`config.mk`:
```
export PLATFORM = sky130hd
export DESIGN_NAME = cscu_top
export DESIGN_NICKNAME = d
export VERILOG_FILES = /design/src/rtl/cscu_pkg.sv /design/src/rtl/cscu_top.sv
export SDC_FILE = /design/constraint.sdc
export NUM_CORES = 1
export LEC_CHECK = 0
export BUFFER_PORTS_ARGS = -buffer_cell sky130_fd_sc_hd__clkbuf_2
export CORE_UTILIZATION = 49
export CTS_CLUSTER_SIZE = 24
export DETAILED_ROUTE_END_ITERATION = 7
export HOLD_SLACK_MARGIN = 0.1
export MAX_ROUTING_LAYER = met4
export PLACE_DENSITY = 0.87
export SETUP_SLACK_MARGIN = 0.4
export SLEW_MARGIN = 20
export SYNTH_ARGS = -nofsm -noshare
export SYNTH_HDL_FRONTEND = slang
export SYNTH_SLANG_ARGS = --single-unit
```
`constraint.sdc`:
```
create_clock -name MCLK -period 2.49 [get_ports MCLK]
set_input_delay 0.1245 -clock MCLK [delete_from_list [all_inputs] [get_ports MCLK]]
set_output_delay 0.1245 -clock MCLK [all_outputs]
set_load 0.005 [all_outputs]
```
`src/rtl/cscu_pkg.sv`:
```
/*
 * Package for the CPU system control unit: register addresses, field
 * positions, reset values, gate keys and timing counts.
 * Assumes an 8-bit special-function register bus with 8-bit addresses.
 */
package cscu_pkg;
   // Register addresses on the special-function bus.
   localparam logic [7:0] ADDR_POWER_CONTROL = 8'h87;
   localparam logic [7:0] ADDR_TIMER_PIN_FLAG = 8'h88;
   localparam logic [7:0] ADDR_EXT_FLAG = 8'h91;
   localparam logic [7:0] ADDR_LEVEL = 8'hb8;
   localparam logic [7:0] ADDR_POWER_DIVIDER = 8'hc4;
   localparam logic [7:0] ADDR_SINGLE_GATE = 8'hc7;
   localparam logic [7:0] ADDR_WINDOW_GATE = 8'hc9;
   localparam logic [7:0] ADDR_EXT_LEVEL = 8'hf8;
   // Registers guarded by the single-write gate.
   localparam logic [7:0] ADDR_WATCHDOG_CONTROL = 8'hd8;
   localparam logic [7:0] ADDR_MEMORY_CONTROL = 8'hc6;
   localparam logic [7:0] ADDR_ADDRESS_CONTROL = 8'h9d;
   // Registers guarded by the window gate.
   localparam logic [7:0] ADDR_CLOCK_SELECT = 8'h8f;
   localparam logic [7:0] ADDR_WAKEUP_MASK = 8'h9f;
   // Gate unlock keys and close key.
   localparam logic [7:0] KEY_FIRST = 8'haa;
   localparam logic [7:0] KEY_SECOND = 8'h55;
   localparam logic [7:0] KEY_CLOSE = 8'h00;
   // Reset values.
   localparam logic [7:0] RST_LEVEL = 8'h00;
   localparam logic [7:0] RST_EXT_LEVEL = 8'h00;
   localparam logic [2:0] RST_POWER = 3'h0;
   localparam logic [1:0] RST_DIVIDER = 2'h1;
   // Field positions.
   localparam int BIT_TF1 = 7;
   localparam int BIT_TR1 = 6;
   localparam int BIT_TF0 = 5;
   localparam int BIT_TR0 = 4;
   localparam int BIT_PIN1 = 3;
   localparam int BIT_PIN0 = 1;
   localparam int BIT_I2C_FLAG = 0;
   localparam int BIT_SLEEP = 2;
   localparam int BIT_STOP = 1;
   localparam int BIT_IDLE = 0;
   localparam int BIT_DIV_HIGH = 7;
   localparam int BIT_DIV_LOW = 6;
   localparam int BIT_AUTO_RETURN = 5;
   // Window length in system-clock periods, and divided-clock ratio.
   localparam int WINDOW_CYCLES = 256;
   localparam int DIVIDE_RATIO = 257;
   // Number of interrupt sources with a priority bit (7 + 8).
   localparam int NUM_SOURCES = 15;
   // Gate sequence states, Gray coded.
   typedef enum logic [1:0] {
      GATE_IDLE = 2'b00,
      GATE_KEYED = 2'b01
   } cscu_gate_t;
endpackage

```
`src/rtl/cscu_top.sv`:
```
/*
 * CPU system control unit: interrupt levels and flags, timer/pin flags,
 * the single-write and window write gates, and power-mode control.
 * Assumes the CPU drives a synchronous SFR bus on MCLK and that the
 * peripheral flag inputs are already synchronous to MCLK.
 * The CPU is expected to write nothing while its clock is stopped;
 * such writes are refused here as well.
 */
//
// Contract
// - Priority bit one means high, zero low.
// - Level register bits six to zero, resets zero.
// - Extended level register eight bits, resets zero.
// - Peripheral flag bits read-only, writes ignored.
// - I2C flag sticky, cleared only by writing zero.
// - Peripheral flag bits mirror peripheral flags directly.
// - Timer flags read-only; run and pin bits writable.
// - Keys AA then 55 grant a single write.
// - Grant untimed, used once, cancelled by gate access.
// - Single gate reads unlock state in bit zero.
// - Single gate guards writes only, never reads.
// - Window keys open 256-cycle multi-write window.
// - Repeating keys restarts the window in full.
// - Writing zero closes the window at once.
// - Window status bit zero; guards clock and wake.
// - Gates freeze while the CPU clock is stopped.
// - Power control write-only, sleep stop idle bits.
// - Stop alone halts clocks; wake clears stop.
// - Sleep plus stop powers down; both clear.
// - Idle stops CPU clock, resets integrated peripherals.
// - Divider bits select full or slowed rate; DIVIDED_MODE is tied to zero here.
// - Divider high bit always reads zero.
// - High level pending served before low level.
`timescale 1ns/100ps
module cscu_top #(
   parameter int WINDOW_LEN = cscu_pkg::WINDOW_CYCLES
) (
   // Clock and reset.
   input wire logic MCLK,
   input wire logic RST_N,
   // SFR bus from the CPU core.
   input wire logic [7:0] SFR_ADDR,
   input wire logic SFR_WR,
   input wire logic SFR_RD,
   input wire logic [7:0] SFR_WDATA,
   output logic [7:0] SFR_RDATA,
   output logic SFR_HIT,
   // Peripheral and timer flag inputs.
   input wire logic [6:0] PERIPH_FLAGS,
   input wire logic I2C_MASTER_SET,
   input wire logic TIMER_ZERO_OVF,
   input wire logic TIMER_ONE_OVF,
   input wire logic TIMER_ZERO_ACK,
   input wire logic TIMER_ONE_ACK,
   input wire logic PIN_ZERO_SET,
   input wire logic PIN_ONE_SET,
   // Interrupt pending vector and selected level.
   input wire logic [14:0] IRQ_PENDING,
   output logic [14:0] IRQ_LEVEL,
   output logic [14:0] IRQ_SERVE_MASK,
   // Timer run enables.
   output logic TIMER_ZERO_RUN,
   output logic TIMER_ONE_RUN,
   // Protected write permits.
   output logic SINGLE_WRITE_OK,
   output logic WINDOW_WRITE_OK,
   // Power mode control.
   input wire logic WAKE_EVENT,
   output logic IDLE_MODE,
   output logic STOP_MODE,
   output logic SLEEP_MODE,
   output logic CPU_CLK_EN,
   output logic PERIPH_CLK_EN,
   output logic INTEG_PERIPH_RST,
   output logic DIVIDED_MODE,
   output logic AUTO_RETURN
);
   // Register state.
   logic [6:0] level_ff; // Primary level bits.
   logic [7:0] ext_level_ff; // Extended level bits.
   logic i2c_flag_ff; // I2C master sticky flag.
   logic tf0_ff; // Timer zero overflow.
   logic tf1_ff; // Timer one overflow.
   logic tr0_ff; // Timer zero run.
   logic tr1_ff; // Timer one run.
   logic pin0_ff; // Pin zero flag.
   logic pin1_ff; // Pin one flag.
   logic [2:0] power_ff; // Sleep, stop, idle.
   logic div_low_ff; // Divider low bit.
   logic auto_ret_ff; // Auto return control.
   cscu_pkg::cscu_gate_t single_st_ff; // Single gate sequence state.
   logic single_grant_ff; // Single write grant.
   cscu_pkg::cscu_gate_t window_st_ff; // Window gate sequence state.
   logic [8:0] window_cnt_ff; // Remaining window cycles.
   logic [7:0] rdata_ff; // Registered read data.
   logic hit_ff; // Registered address hit.
   logic [14:0] all_level; // All priority bits in source order.
   logic clk_running; // CPU clock is running.
   logic wr_single; // Write to single gate.
   logic wr_window; // Write to window gate.
   logic acc_single; // Any access to single gate.
   logic wr_single_prot; // Write to a single-gate guarded register.
   logic [7:0] nxt_rdata; // Read data of the addressed register.
   logic nxt_hit; // Address is mapped in this block.

   // Address decode used by the guarded-write strobe.
   function automatic logic is_single_prot(input logic [7:0] a);
      is_single_prot = (a == cscu_pkg::ADDR_WATCHDOG_CONTROL) ||
                       (a == cscu_pkg::ADDR_MEMORY_CONTROL) ||
                       (a == cscu_pkg::ADDR_ADDRESS_CONTROL);
   endfunction

   // Bus strobes, gated by the running CPU clock so gates freeze.
   assign clk_running = ~(power_ff[cscu_pkg::BIT_IDLE] | power_ff[cscu_pkg::BIT_STOP]);
   assign wr_single = SFR_WR && clk_running && (SFR_ADDR == cscu_pkg::ADDR_SINGLE_GATE);
   assign wr_window = SFR_WR && clk_running && (SFR_ADDR == cscu_pkg::ADDR_WINDOW_GATE);
   assign acc_single = (SFR_WR || SFR_RD) && clk_running &&
                       (SFR_ADDR == cscu_pkg::ADDR_SINGLE_GATE);
   assign wr_single_prot = SFR_WR && clk_running && is_single_prot(SFR_ADDR);
   // Every write strobe below is gated the same way, so a halted CPU can
   // change neither a register nor a gate.

   // Priority level registers.
   always_ff @(posedge MCLK) begin
      if (!RST_N) begin
         level_ff <= cscu_pkg::RST_LEVEL[6:0];
         ext_level_ff <= cscu_pkg::RST_EXT_LEVEL;
      end else if (SFR_WR && clk_running) begin
         if (SFR_ADDR == cscu_pkg::ADDR_LEVEL) begin
            // Bit 7 has no source, so it is dropped.
            level_ff <= SFR_WDATA[6:0];
         end
         if (SFR_ADDR == cscu_pkg::ADDR_EXT_LEVEL) begin
            // All eight extended bits are writable.
            ext_level_ff <= SFR_WDATA;
         end
      end
   end

   // One level bit per source; one means high.
   assign all_level = {ext_level_ff, level_ff};
   assign IRQ_LEVEL = all_level;

   // Serve only high-level pending sources when any exist.
   always_comb begin
      if ((IRQ_PENDING & all_level) != 15'h0000) begin
         // Some high source waits: every low one is hidden.
         IRQ_SERVE_MASK = IRQ_PENDING & all_level;
      end else begin
         // No high source waits: natural order decides.
         IRQ_SERVE_MASK = IRQ_PENDING;
      end
   end

   // I2C flag: hardware set wins over a software clear.
   always_ff @(posedge MCLK) begin
      if (!RST_N) begin
         i2c_flag_ff <= 1'b0;
      end else if (I2C_MASTER_SET) begin
         // A set in the same cycle as a clear wins.
         i2c_flag_ff <= 1'b1;
      end else if (SFR_WR && clk_running && (SFR_ADDR == cscu_pkg::ADDR_EXT_FLAG) &&
                   !SFR_WDATA[cscu_pkg::BIT_I2C_FLAG]) begin
         i2c_flag_ff <= 1'b0;
      end
   end

   // Timer flags set by overflow, cleared on interrupt entry only.
   always_ff @(posedge MCLK) begin
      if (!RST_N) begin
         tf0_ff <= 1'b0;
         tf1_ff <= 1'b0;
      end else begin
         // Overflow wins over an interrupt-entry clear.
         // Software has no write path to these flags.
         tf0_ff <= TIMER_ZERO_OVF | (tf0_ff & ~TIMER_ZERO_ACK);
         tf1_ff <= TIMER_ONE_OVF | (tf1_ff & ~TIMER_ONE_ACK);
      end
   end

   // Writable run and pin flag bits; pin set beats clear.
   always_ff @(posedge MCLK) begin
      if (!RST_N) begin
         tr0_ff <= 1'b0;
         tr1_ff <= 1'b0;
         pin0_ff <= 1'b0;
         pin1_ff <= 1'b0;
      end else begin
         if (SFR_WR && clk_running && (SFR_ADDR == cscu_pkg::ADDR_TIMER_PIN_FLAG)) begin
            // Run bits follow the written value.
            tr0_ff <= SFR_WDATA[cscu_pkg::BIT_TR0];
            tr1_ff <= SFR_WDATA[cscu_pkg::BIT_TR1];
            pin0_ff <= SFR_WDATA[cscu_pkg::BIT_PIN0] | PIN_ZERO_SET;
            pin1_ff <= SFR_WDATA[cscu_pkg::BIT_PIN1] | PIN_ONE_SET;
         end else begin
            // No write: pin flags only collect new sets.
            pin0_ff <= pin0_ff | PIN_ZERO_SET;
            pin1_ff <= pin1_ff | PIN_ONE_SET;
         end
      end
   end
   assign TIMER_ZERO_RUN = tr0_ff;
   assign TIMER_ONE_RUN = tr1_ff;

   // Single-write gate: keys grant, any gate access cancels.
   always_ff @(posedge MCLK) begin
      if (!RST_N) begin
         single_st_ff <= cscu_pkg::GATE_IDLE;
         single_grant_ff <= 1'b0;
      end else if (wr_single) begin
         // Any gate write ends an old grant; a keyed second key starts one.
         single_grant_ff <= (single_st_ff == cscu_pkg::GATE_KEYED) &&
                            (SFR_WDATA == cscu_pkg::KEY_SECOND);
         // Only the first key arms the sequence.
         single_st_ff <= (SFR_WDATA == cscu_pkg::KEY_FIRST) ? cscu_pkg::GATE_KEYED :
                                                             cscu_pkg::GATE_IDLE;
      end else if (acc_single) begin
         // A read of the gate voids the grant as well.
         single_grant_ff <= 1'b0;
         single_st_ff <= cscu_pkg::GATE_IDLE;
      end else if (wr_single_prot) begin
         // One guarded write uses the grant.
         single_grant_ff <= 1'b0;
      end
   end
   // Writes are permitted; reads are never blocked.
   assign SINGLE_WRITE_OK = single_grant_ff;

   // Window gate: keys load the full count, zero closes.
   always_ff @(posedge MCLK) begin
      if (!RST_N) begin
         window_st_ff <= cscu_pkg::GATE_IDLE;
         window_cnt_ff <= 9'h000;
      end else if (wr_window) begin
         window_st_ff <= (SFR_WDATA == cscu_pkg::KEY_FIRST) ? cscu_pkg::GATE_KEYED :
                                                             cscu_pkg::GATE_IDLE;
         if ((window_st_ff == cscu_pkg::GATE_KEYED) &&
             (SFR_WDATA == cscu_pkg::KEY_SECOND)) begin
            // Open, or restart, with the full length.
            window_cnt_ff <= 9'(WINDOW_LEN);
         end else if (SFR_WDATA == cscu_pkg::KEY_CLOSE) begin
            // Early close by software.
            window_cnt_ff <= 9'h000;
         end else if (window_cnt_ff != 9'h000) begin
            // Any other gate write lets the window run on.
            window_cnt_ff <= window_cnt_ff - 9'h001;
         end
      end else if (clk_running && (window_cnt_ff != 9'h000)) begin
         // Count down only while the CPU clock runs.
         window_cnt_ff <= window_cnt_ff - 9'h001;
      end
   end
   // Window guards the clock select and wake mask registers.
   assign WINDOW_WRITE_OK = (window_cnt_ff != 9'h000);

   // Power control: write sets modes, wake clears them.
   always_ff @(posedge MCLK) begin
      if (!RST_N) begin
         power_ff <= cscu_pkg::RST_POWER;
      end else if (WAKE_EVENT) begin
         // A wake ends idle, stop and sleep at once.
         power_ff <= 3'h0;
      end else if (SFR_WR && clk_running && (SFR_ADDR == cscu_pkg::ADDR_POWER_CONTROL)) begin
         // Only bits 2 to 0 exist; the rest are dropped.
         power_ff <= SFR_WDATA[2:0];
      end
   end
   assign STOP_MODE = power_ff[cscu_pkg::BIT_STOP] & ~power_ff[cscu_pkg::BIT_SLEEP];
   assign SLEEP_MODE = power_ff[cscu_pkg::BIT_STOP] & power_ff[cscu_pkg::BIT_SLEEP];
   assign IDLE_MODE = power_ff[cscu_pkg::BIT_IDLE] & ~power_ff[cscu_pkg::BIT_STOP];
   assign CPU_CLK_EN = clk_running;
   assign PERIPH_CLK_EN = ~power_ff[cscu_pkg::BIT_STOP];
   assign INTEG_PERIPH_RST = IDLE_MODE;

   // Divider register; high bit is hardwired zero.
   always_ff @(posedge MCLK) begin
      if (!RST_N) begin
         div_low_ff <= cscu_pkg::RST_DIVIDER[0];
         auto_ret_ff <= 1'b0;
      end else if (SFR_WR && clk_running && (SFR_ADDR == cscu_pkg::ADDR_POWER_DIVIDER)) begin
         // The high divider bit is not stored at all.
         div_low_ff <= SFR_WDATA[cscu_pkg::BIT_DIV_LOW];
         auto_ret_ff <= SFR_WDATA[cscu_pkg::BIT_AUTO_RETURN];
      end
   end
   assign DIVIDED_MODE = 1'b0;
   assign AUTO_RETURN = auto_ret_ff;

   // Read multiplexer; unused and write-only bits read zero.
   always_comb begin
      nxt_rdata = 8'h00;
      // Every mapped address answers with a hit.
      nxt_hit = 1'b1;
      case (SFR_ADDR)
         cscu_pkg::ADDR_LEVEL: nxt_rdata = {1'b0, level_ff};
         cscu_pkg::ADDR_EXT_LEVEL: nxt_rdata = ext_level_ff;
         // Peripheral flags mirrored live, bit 4 unused.
         cscu_pkg::ADDR_EXT_FLAG: nxt_rdata = {PERIPH_FLAGS[6:4], 1'b0,
                                               PERIPH_FLAGS[2:0], i2c_flag_ff};
         cscu_pkg::ADDR_TIMER_PIN_FLAG: nxt_rdata = {tf1_ff, tr1_ff, tf0_ff, tr0_ff,
                                                     pin1_ff, 1'b0, pin0_ff, 1'b0};
         cscu_pkg::ADDR_POWER_CONTROL: nxt_rdata = 8'h00;
         cscu_pkg::ADDR_POWER_DIVIDER: nxt_rdata = {1'b0, div_low_ff, auto_ret_ff, 5'h00};
         cscu_pkg::ADDR_SINGLE_GATE: nxt_rdata = {7'h00, single_grant_ff};
         cscu_pkg::ADDR_WINDOW_GATE: nxt_rdata = {7'h00, WINDOW_WRITE_OK};
         // Unmapped addresses read zero with no hit.
         default: nxt_hit = 1'b0;
      endcase
   end

   // Registered read data, one cycle after the read strobe.
   always_ff @(posedge MCLK) begin
      if (!RST_N) begin
         rdata_ff <= 8'h00;
         hit_ff <= 1'b0;
      end else if (SFR_RD) begin
         // Capture the addressed register on a read.
         rdata_ff <= nxt_rdata;
         hit_ff <= nxt_hit;
      end else begin
         // Hit lasts one cycle; data holds until the next read.
         hit_ff <= 1'b0;
      end
   end
   assign SFR_RDATA = rdata_ff;
   assign SFR_HIT = hit_ff;

   // Checks.
   single_keys_a: assert property (@(posedge MCLK) disable iff (!RST_N)
      (wr_single && SFR_WDATA == cscu_pkg::KEY_SECOND && single_st_ff == cscu_pkg::GATE_KEYED)
      |=> SINGLE_WRITE_OK)
      else $error("single gate did not grant after keys");
   single_use_a: assert property (@(posedge MCLK) disable iff (!RST_N)
      (wr_single_prot && !acc_single && !wr_single) |=> !SINGLE_WRITE_OK)
      else $error("single grant not consumed");
   single_cancel_a: assert property (@(posedge MCLK) disable iff (!RST_N)
      (acc_single && !(SFR_WR && SFR_WDATA == cscu_pkg::KEY_SECOND)) |=> !SINGLE_WRITE_OK)
      else $error("gate access did not cancel grant");
   window_open_a: assert property (@(posedge MCLK) disable iff (!RST_N)
      (wr_window && SFR_WDATA == cscu_pkg::KEY_SECOND && window_st_ff == cscu_pkg::GATE_KEYED)
      |=> window_cnt_ff == 9'(WINDOW_LEN))
      else $error("window not loaded with full length");
   window_close_a: assert property (@(posedge MCLK) disable iff (!RST_N)
      (wr_window && SFR_WDATA == cscu_pkg::KEY_CLOSE) |=> !WINDOW_WRITE_OK)
      else $error("window not closed by zero write");
   window_freeze_a: assert property (@(posedge MCLK) disable iff (!RST_N)
      (!clk_running && !WAKE_EVENT) |=> $stable(window_cnt_ff) && $stable(single_grant_ff))
      else $error("gate moved while CPU clock stopped");
   i2c_set_a: assert property (@(posedge MCLK) disable iff (!RST_N)
      I2C_MASTER_SET |=> i2c_flag_ff)
      else $error("i2c flag set lost");
   wake_clear_a: assert property (@(posedge MCLK) disable iff (!RST_N)
      WAKE_EVENT |=> !STOP_MODE && !SLEEP_MODE && !IDLE_MODE)
      else $error("mode bits not cleared on wake");
   level_first_a: assert property (@(posedge MCLK) disable iff (!RST_N)
      ((IRQ_PENDING & all_level) != 15'h0000) |-> ((IRQ_SERVE_MASK & ~all_level) == 15'h0000))
      else $error("low level served ahead of high");
   // Writes that arrive while the CPU clock is off change nothing.
   halt_refuse_a: assert property (@(posedge MCLK) disable iff (!RST_N)
      (SFR_WR && !clk_running && !WAKE_EVENT) |=> $stable(level_ff) && $stable(power_ff))
      else $error("write accepted while CPU clock stopped");
   // A written run bit reaches the timer enable on the next cycle.
   run_write_a: assert property (@(posedge MCLK) disable iff (!RST_N)
      (SFR_WR && clk_running && SFR_ADDR == cscu_pkg::ADDR_TIMER_PIN_FLAG &&
       SFR_WDATA[cscu_pkg::BIT_TR0]) |=> TIMER_ZERO_RUN)
      else $error("timer run bit not written");
   // The write-only power register always reads zero.
   power_read_a: assert property (@(posedge MCLK) disable iff (!RST_N)
      (SFR_RD && SFR_ADDR == cscu_pkg::ADDR_POWER_CONTROL) |=> SFR_RDATA == 8'h00)
      else $error("power register read not zero");
endmodule

```
## Word-level counts from Yosys, hierarchy flattened

Cells that the tools add are included.
Widths: inputs -> output; s select.

- Bits in registers: 50
- Logic and storage cells: 103

- $add $sub $neg: 1
- Equal/unequal tests: 16
- Multiplexer cells: 18
- Bitwise operators: 19
- Reductions and logical operators: 31

Operators by type and width:

| cell | count |
|---|---|
| $eq 8x8->1 const B | 12 |
| $pmux 8 s7 | 1 |
| $mux 9 | 5 |
| $and 15x15->15 | 1 |
| $mux 15 | 1 |
| $reduce_bool 15->1 | 1 |
| $logic_and 1x1->1 | 14 |
| $mux 1 | 9 |
| $reduce_bool 9->1 | 1 |
| $sub 9x1->9 const B | 1 |
| $eq 8x7->1 const B | 1 |
| $logic_not 8->1 | 1 |
| $reduce_and 2->1 | 4 |
| $reduce_or 8->1 | 1 |
| $or 1x1->1 | 7 |
| $not 1->1 | 6 |
| $reduce_bool 2->1 | 3 |
| $and 1x1->1 | 5 |
| $eq 2x1->1 const B | 2 |
| $mux 2 | 2 |
| $ne 4x2->1 const B | 1 |
| $logic_or 1x1->1 | 3 |
| $reduce_bool 3->1 | 1 |
| $reduce_or 2->1 | 1 |
| $logic_not 1->1 | 1 |

## Depth between registers and ports, before layout

- Depth after elaboration: 7
- Gate-level depth with buffers: 8

## Worst setup path before layout

OpenSTA, ideal clock, no wires.

- Path type: input -> register
- Start: input SFR_ADDR[6]
- End: register rdata_ff[7], in the netlist SFR_RDATA[7]
- Setup time: 0.117 ns
- Data arrival time: 1.729 ns
- Path slack: 0.644 ns
- Stages: 8
- Path buffers: 3
- Cell sequence: buf_2 > and4bb_4 > and4b_4 > buf_6 > or4_4 > nor2b_4 > buf_6 > a22o_1

- Longest elaborated chain between the ends: 2
- Elaborated cells on any way between the ends: 8
- Classes of those cells: eq/ne: 7; mux: 1

Ends and longest elaborated chain:

| element | line | text |
|---|---|---|
| from (decl) | cscu_top.sv:42 | `input wire logic [7:0] SFR_ADDR,` |
| $eq 8x8->1 | cscu_top.sv:294 | `case (SFR_ADDR)` |
| $pmux 8 s7 * | cscu_top.sv:294 |  |
| to (signal assigned) | cscu_top.sv:318 | `rdata_ff <= nxt_rdata;` |
| to (decl) | cscu_top.sv:95 | `logic [7:0] rdata_ff;` |

Every way passes the cells marked *; elsewhere a longest branch is shown, timed or not.
A chain may end at the register's enable or synchronous reset.

## Worst setup path in the final report

- Start: register power_ff[1]
- End: register ext_level_ff[3]

- Longest elaborated chain between the ends: 4

Ends and longest elaborated chain:

| element | line | text |
|---|---|---|
| from (decl) | cscu_top.sv:88 | `logic [2:0] power_ff;` |
| from (signal assigned) | cscu_top.sv:259 | `power_ff <= cscu_pkg::RST_POWER;` |
| from (signal assigned) | cscu_top.sv:265 | `power_ff <= SFR_WDATA[2:0];` |
| $or 1x1->1 | cscu_top.sv:114 | `assign clk_running = ~(power_ff[cscu_pkg::BIT_IDLE] \| power_ff[cscu_pkg::BIT_STOP]);` |
| $not 1->1 | cscu_top.sv:114 |  |
| $logic_and 1x1->1 | cscu_top.sv:128 | `end else if (SFR_WR && clk_running) begin` |
| $reduce_and 2->1 (no line) | -- |  |
| to (signal assigned) | cscu_top.sv:127 | `ext_level_ff <= cscu_pkg::RST_EXT_LEVEL;` |
| to (decl) | cscu_top.sv:80 | `logic [7:0] ext_level_ff;` |

Every way passes these cells.

==> results.cfg <==
[run_status]
result_of_the_run = completed

[synth]
synth_seq_cells = 48
syn_avg_cell_area_um2 = 8.79
synth_enable_flop_cells = 0
synth_top_family_by_area = simple AND/OR/NAND/NOR gates
postSynthNetCount = 345
largest_area_contributor_in_the_netlist = dfxtp_1
post-synth-top-area-fraction_pct = 37.2
synth-adder-area-share_pct = 0.484
syn-instance-count = 294
synth_area_leaders = dfxtp_1 (37%), mux2i_1 (6.2%), o21a_1 (5.8%), nand2_1 (4.8%), nor2b_1 (3.4%)
synthMuxAreaShare_pct = 7.07
fraction_of_the_mapped_netlist_area_in_compound_gates_pct = 22.4
synth_async_sr_flop_share_pct = 0
synthXorXnorAreaFrac_pct = 2.37
mappedNetlistArea_um2 = 2580
ys_types = 59
synth_simple_gate_area_share_pct = 26.2
postSynth.topFlopCell = dfxtp_1
ys_seq_area_share_pct = 37.2
number_of_warning_messages_in_the_yosys_log = 0

[place]
numPortBuffers = 98
preCtsSetupSlack_ns = 0.510
placed_cells = 449
routabilityCongestion = 0.797
detailed_place_hpwl_um = 5220
detailed_place.area_um2 = 3100

[cts]
cts.sinks = 48
clk_pin_slew_worst_paths_ns = 0.09
cts_buffers = 5
cts_tree = done
worst_skew_pair.late_latency_ns = 0.30
max-clock-path-buffers = 2
cts_htree_levels = 2
postCtsSetupBuffers = 0
cts-root-buf = clkbuf_8

[worst_setup_path]
worst-endpoint-required_ns = 2.68
worstSetupPathType = flip-flop to flip-flop
worstSetupEndpointType = flip-flop
worst_setup_start_kind = flip-flop
worst-path-max-fanout = 8
critical_path_arrival_ns = 2.11

[power]
clkPwrFrac_pct = 29.7
combPwrFrac_pct = 26.3
sw_frac_of_total_pct = 29.1
intPower_mw = 1.44
irDropWorstVdd_v = 0.000514
powerDensity_nw_per_um2 = 621
pwr-share-seq_pct = 44.0
fin_total_pwr_mw = 2.04
power_switching_mw = 0.593
p_leak_nw = 1.45

[cells_and_area]
layout_cells_sized_above_1_pct = 30.4
fin_nets = 442
layout_commonest_cell = clkbuf_2
most-common-layout-cells = clkbuf_2 (98), dfxtp_1 (48), nand2_1 (33)
area.growth.synth_to_final_pct = 26.9
final_std_cell_area_no_fill_um2 = 3280
stdcell_count = 462
finalCoreUtilization_pct = 64.2
insertedDiodeCount = 0

[flow_run]
max_cap_viol_count = 0

[detailed_routing]
postRouteAntennaNets = 0
drc_errors = 0
via_per_inst = 5.60
wl_met1_um = 3000
wl_met2_um = 3500
detail_route.iter0.violations = 159
route.vias.total = 2588
top_layer = met4
drt_pre_antenna_iters = 5
route.met3.wl_um = 347
routed_wire_length_per_instance_um = 15.0
final_wl_um = 6930

[sta]
timing_hold_violations_final = 0
final.hold.worst_slack_ns = 0.118
timing.final.crit_period_ns = 1.93
setup_repair_after_global_routing_missed_its_margin = false
setup_slack_ns = 0.563
maxSlewViolCount = 0
maxSlewHeadroom_pct = 61.7
fin_tns_setup_ns = 0
setup_violations = 0
skew_ns = 0.00696
layout_worst_path_cycle_share_pct = 77.4
tightestPinTransition_ns = 0.575
max_freq_mhz = 519

[floorplan]
ioPinCount = 101
floorplan.die.width_um = 74.6
fp-row-count = 26
floorplan.initialDensity_pct = 50.6
die_h_um = 74.6
die_area_um2 = 5570
floorplan.core_area_um2 = 5110

[grt]
grt_usage_pct = 25.0
grt_start_max_net_pins = 33
antenna_found_initial = 0
first_pass_grt_wire_length_um = 10300
grt_pass1_vias = 2170
grt-ovfl-total = 0

[worst_hold_path]
min-delay-path-class = input port to flip-flop
==> power groups by stage <==
stage / Combinational (mW) / Clock [mW] / Sequential, mW
2_1_floorplan: 0.383 / 0 / 0.897
3_3_place_gp: 0.502 / 0 / 0.905
3_5_place_dp: 0.523 / 0 / 0.911
4_1_cts: 0.539 / 0.607 / 0.894
5_1_grt: 0.597 / 0.643 / 0.906
6_report: 0.536 / 0.604 / 0.896
==> synth_stat cells, types with 4 or more instances <==
library cell  number
dfxtp_1           48
nand2_1           33
nor2_1            23
o21a_1            20
mux2i_1           16
nor2b_1           14
nand3_1           10
a21boi_1           9
clkbuf_1           9
a22o_1             8
a22oi_1            7
xnor2_1            6
a221o_1            5
and2_1             5
nand4_1            5
a21boi_0           4
inv_1              4
o21ai_0            4
==> routing by layer <==
layer  vias to the layer above  track usage, %
met5                         -               -
met4                         0            6.08
met3                        13            3.61
met2                        93            40.8
met1                      1222            32.7
li1                       1260               -
==> final timing paths <==
path	depth (start not counted)	slack, ns	endpoint	start
min reg2reg	2	0.47	single_st_ff[0]$_SDFFE_PN0P_	single_st_ff[0]$_SDFFE_PN0P_
max	4	0.56	ext_level_ff[3]$_SDFFE_PN0P_	power_ff[1]$_SDFFE_PP0P_
max reg2reg	4	0.56	ext_level_ff[3]$_SDFFE_PN0P_	power_ff[1]$_SDFFE_PP0P_
min	3	0.12	level_ff[5]$_SDFFE_PN0P_	SFR_WDATA[5]
==> state kept, by name (all words and copies together) (netlist names), 3 cells and up <==
| register | cells |
|---|---|
| ext_level_ff | 8 |
| power_ff | 3 |
| window_cnt_ff | 9 |
| level_ff | 7 |
| SFR_RDATA | 8 |
==> timing repair <==
item / 4_1_cts / 5_1_grt
hold endpoints to repair: 5 / 0
hold buffers: 5 / 0
gates resized for setup: 0 / 0
==> kinds of logic after synthesis <==
group,Yosys count
flip-flops,48
buffers and inverters,22
multiplexers,18
adder cells (fa/ha/maj),1
AND/OR/NAND/NOR,122
XOR/XNOR,7
AO/OA/AOI/OAI,75
other,1
==> layout make-up <==
type | instances | area, µm²
flip-flops and latches | 48 | 961
repair buffers | 107 | 571
clock buffers | 7 | 96.3
fillers | 423 | 1830
multi-input cells | 224 | 1520
well taps | 70 | 87.6
clock inverters | 1 | 30.0
inverters | 5 | 18.8
==> worst max-delay path, stage by stage, from the launching register on <==
cell,delay [ns]
dfxtp_1,0.37
or3b_1,0.49
or3_1,0.62
mux2i_1,0.27
nor2b_1,0.07
No activity file was read; power rests on OpenSTA's default activity.
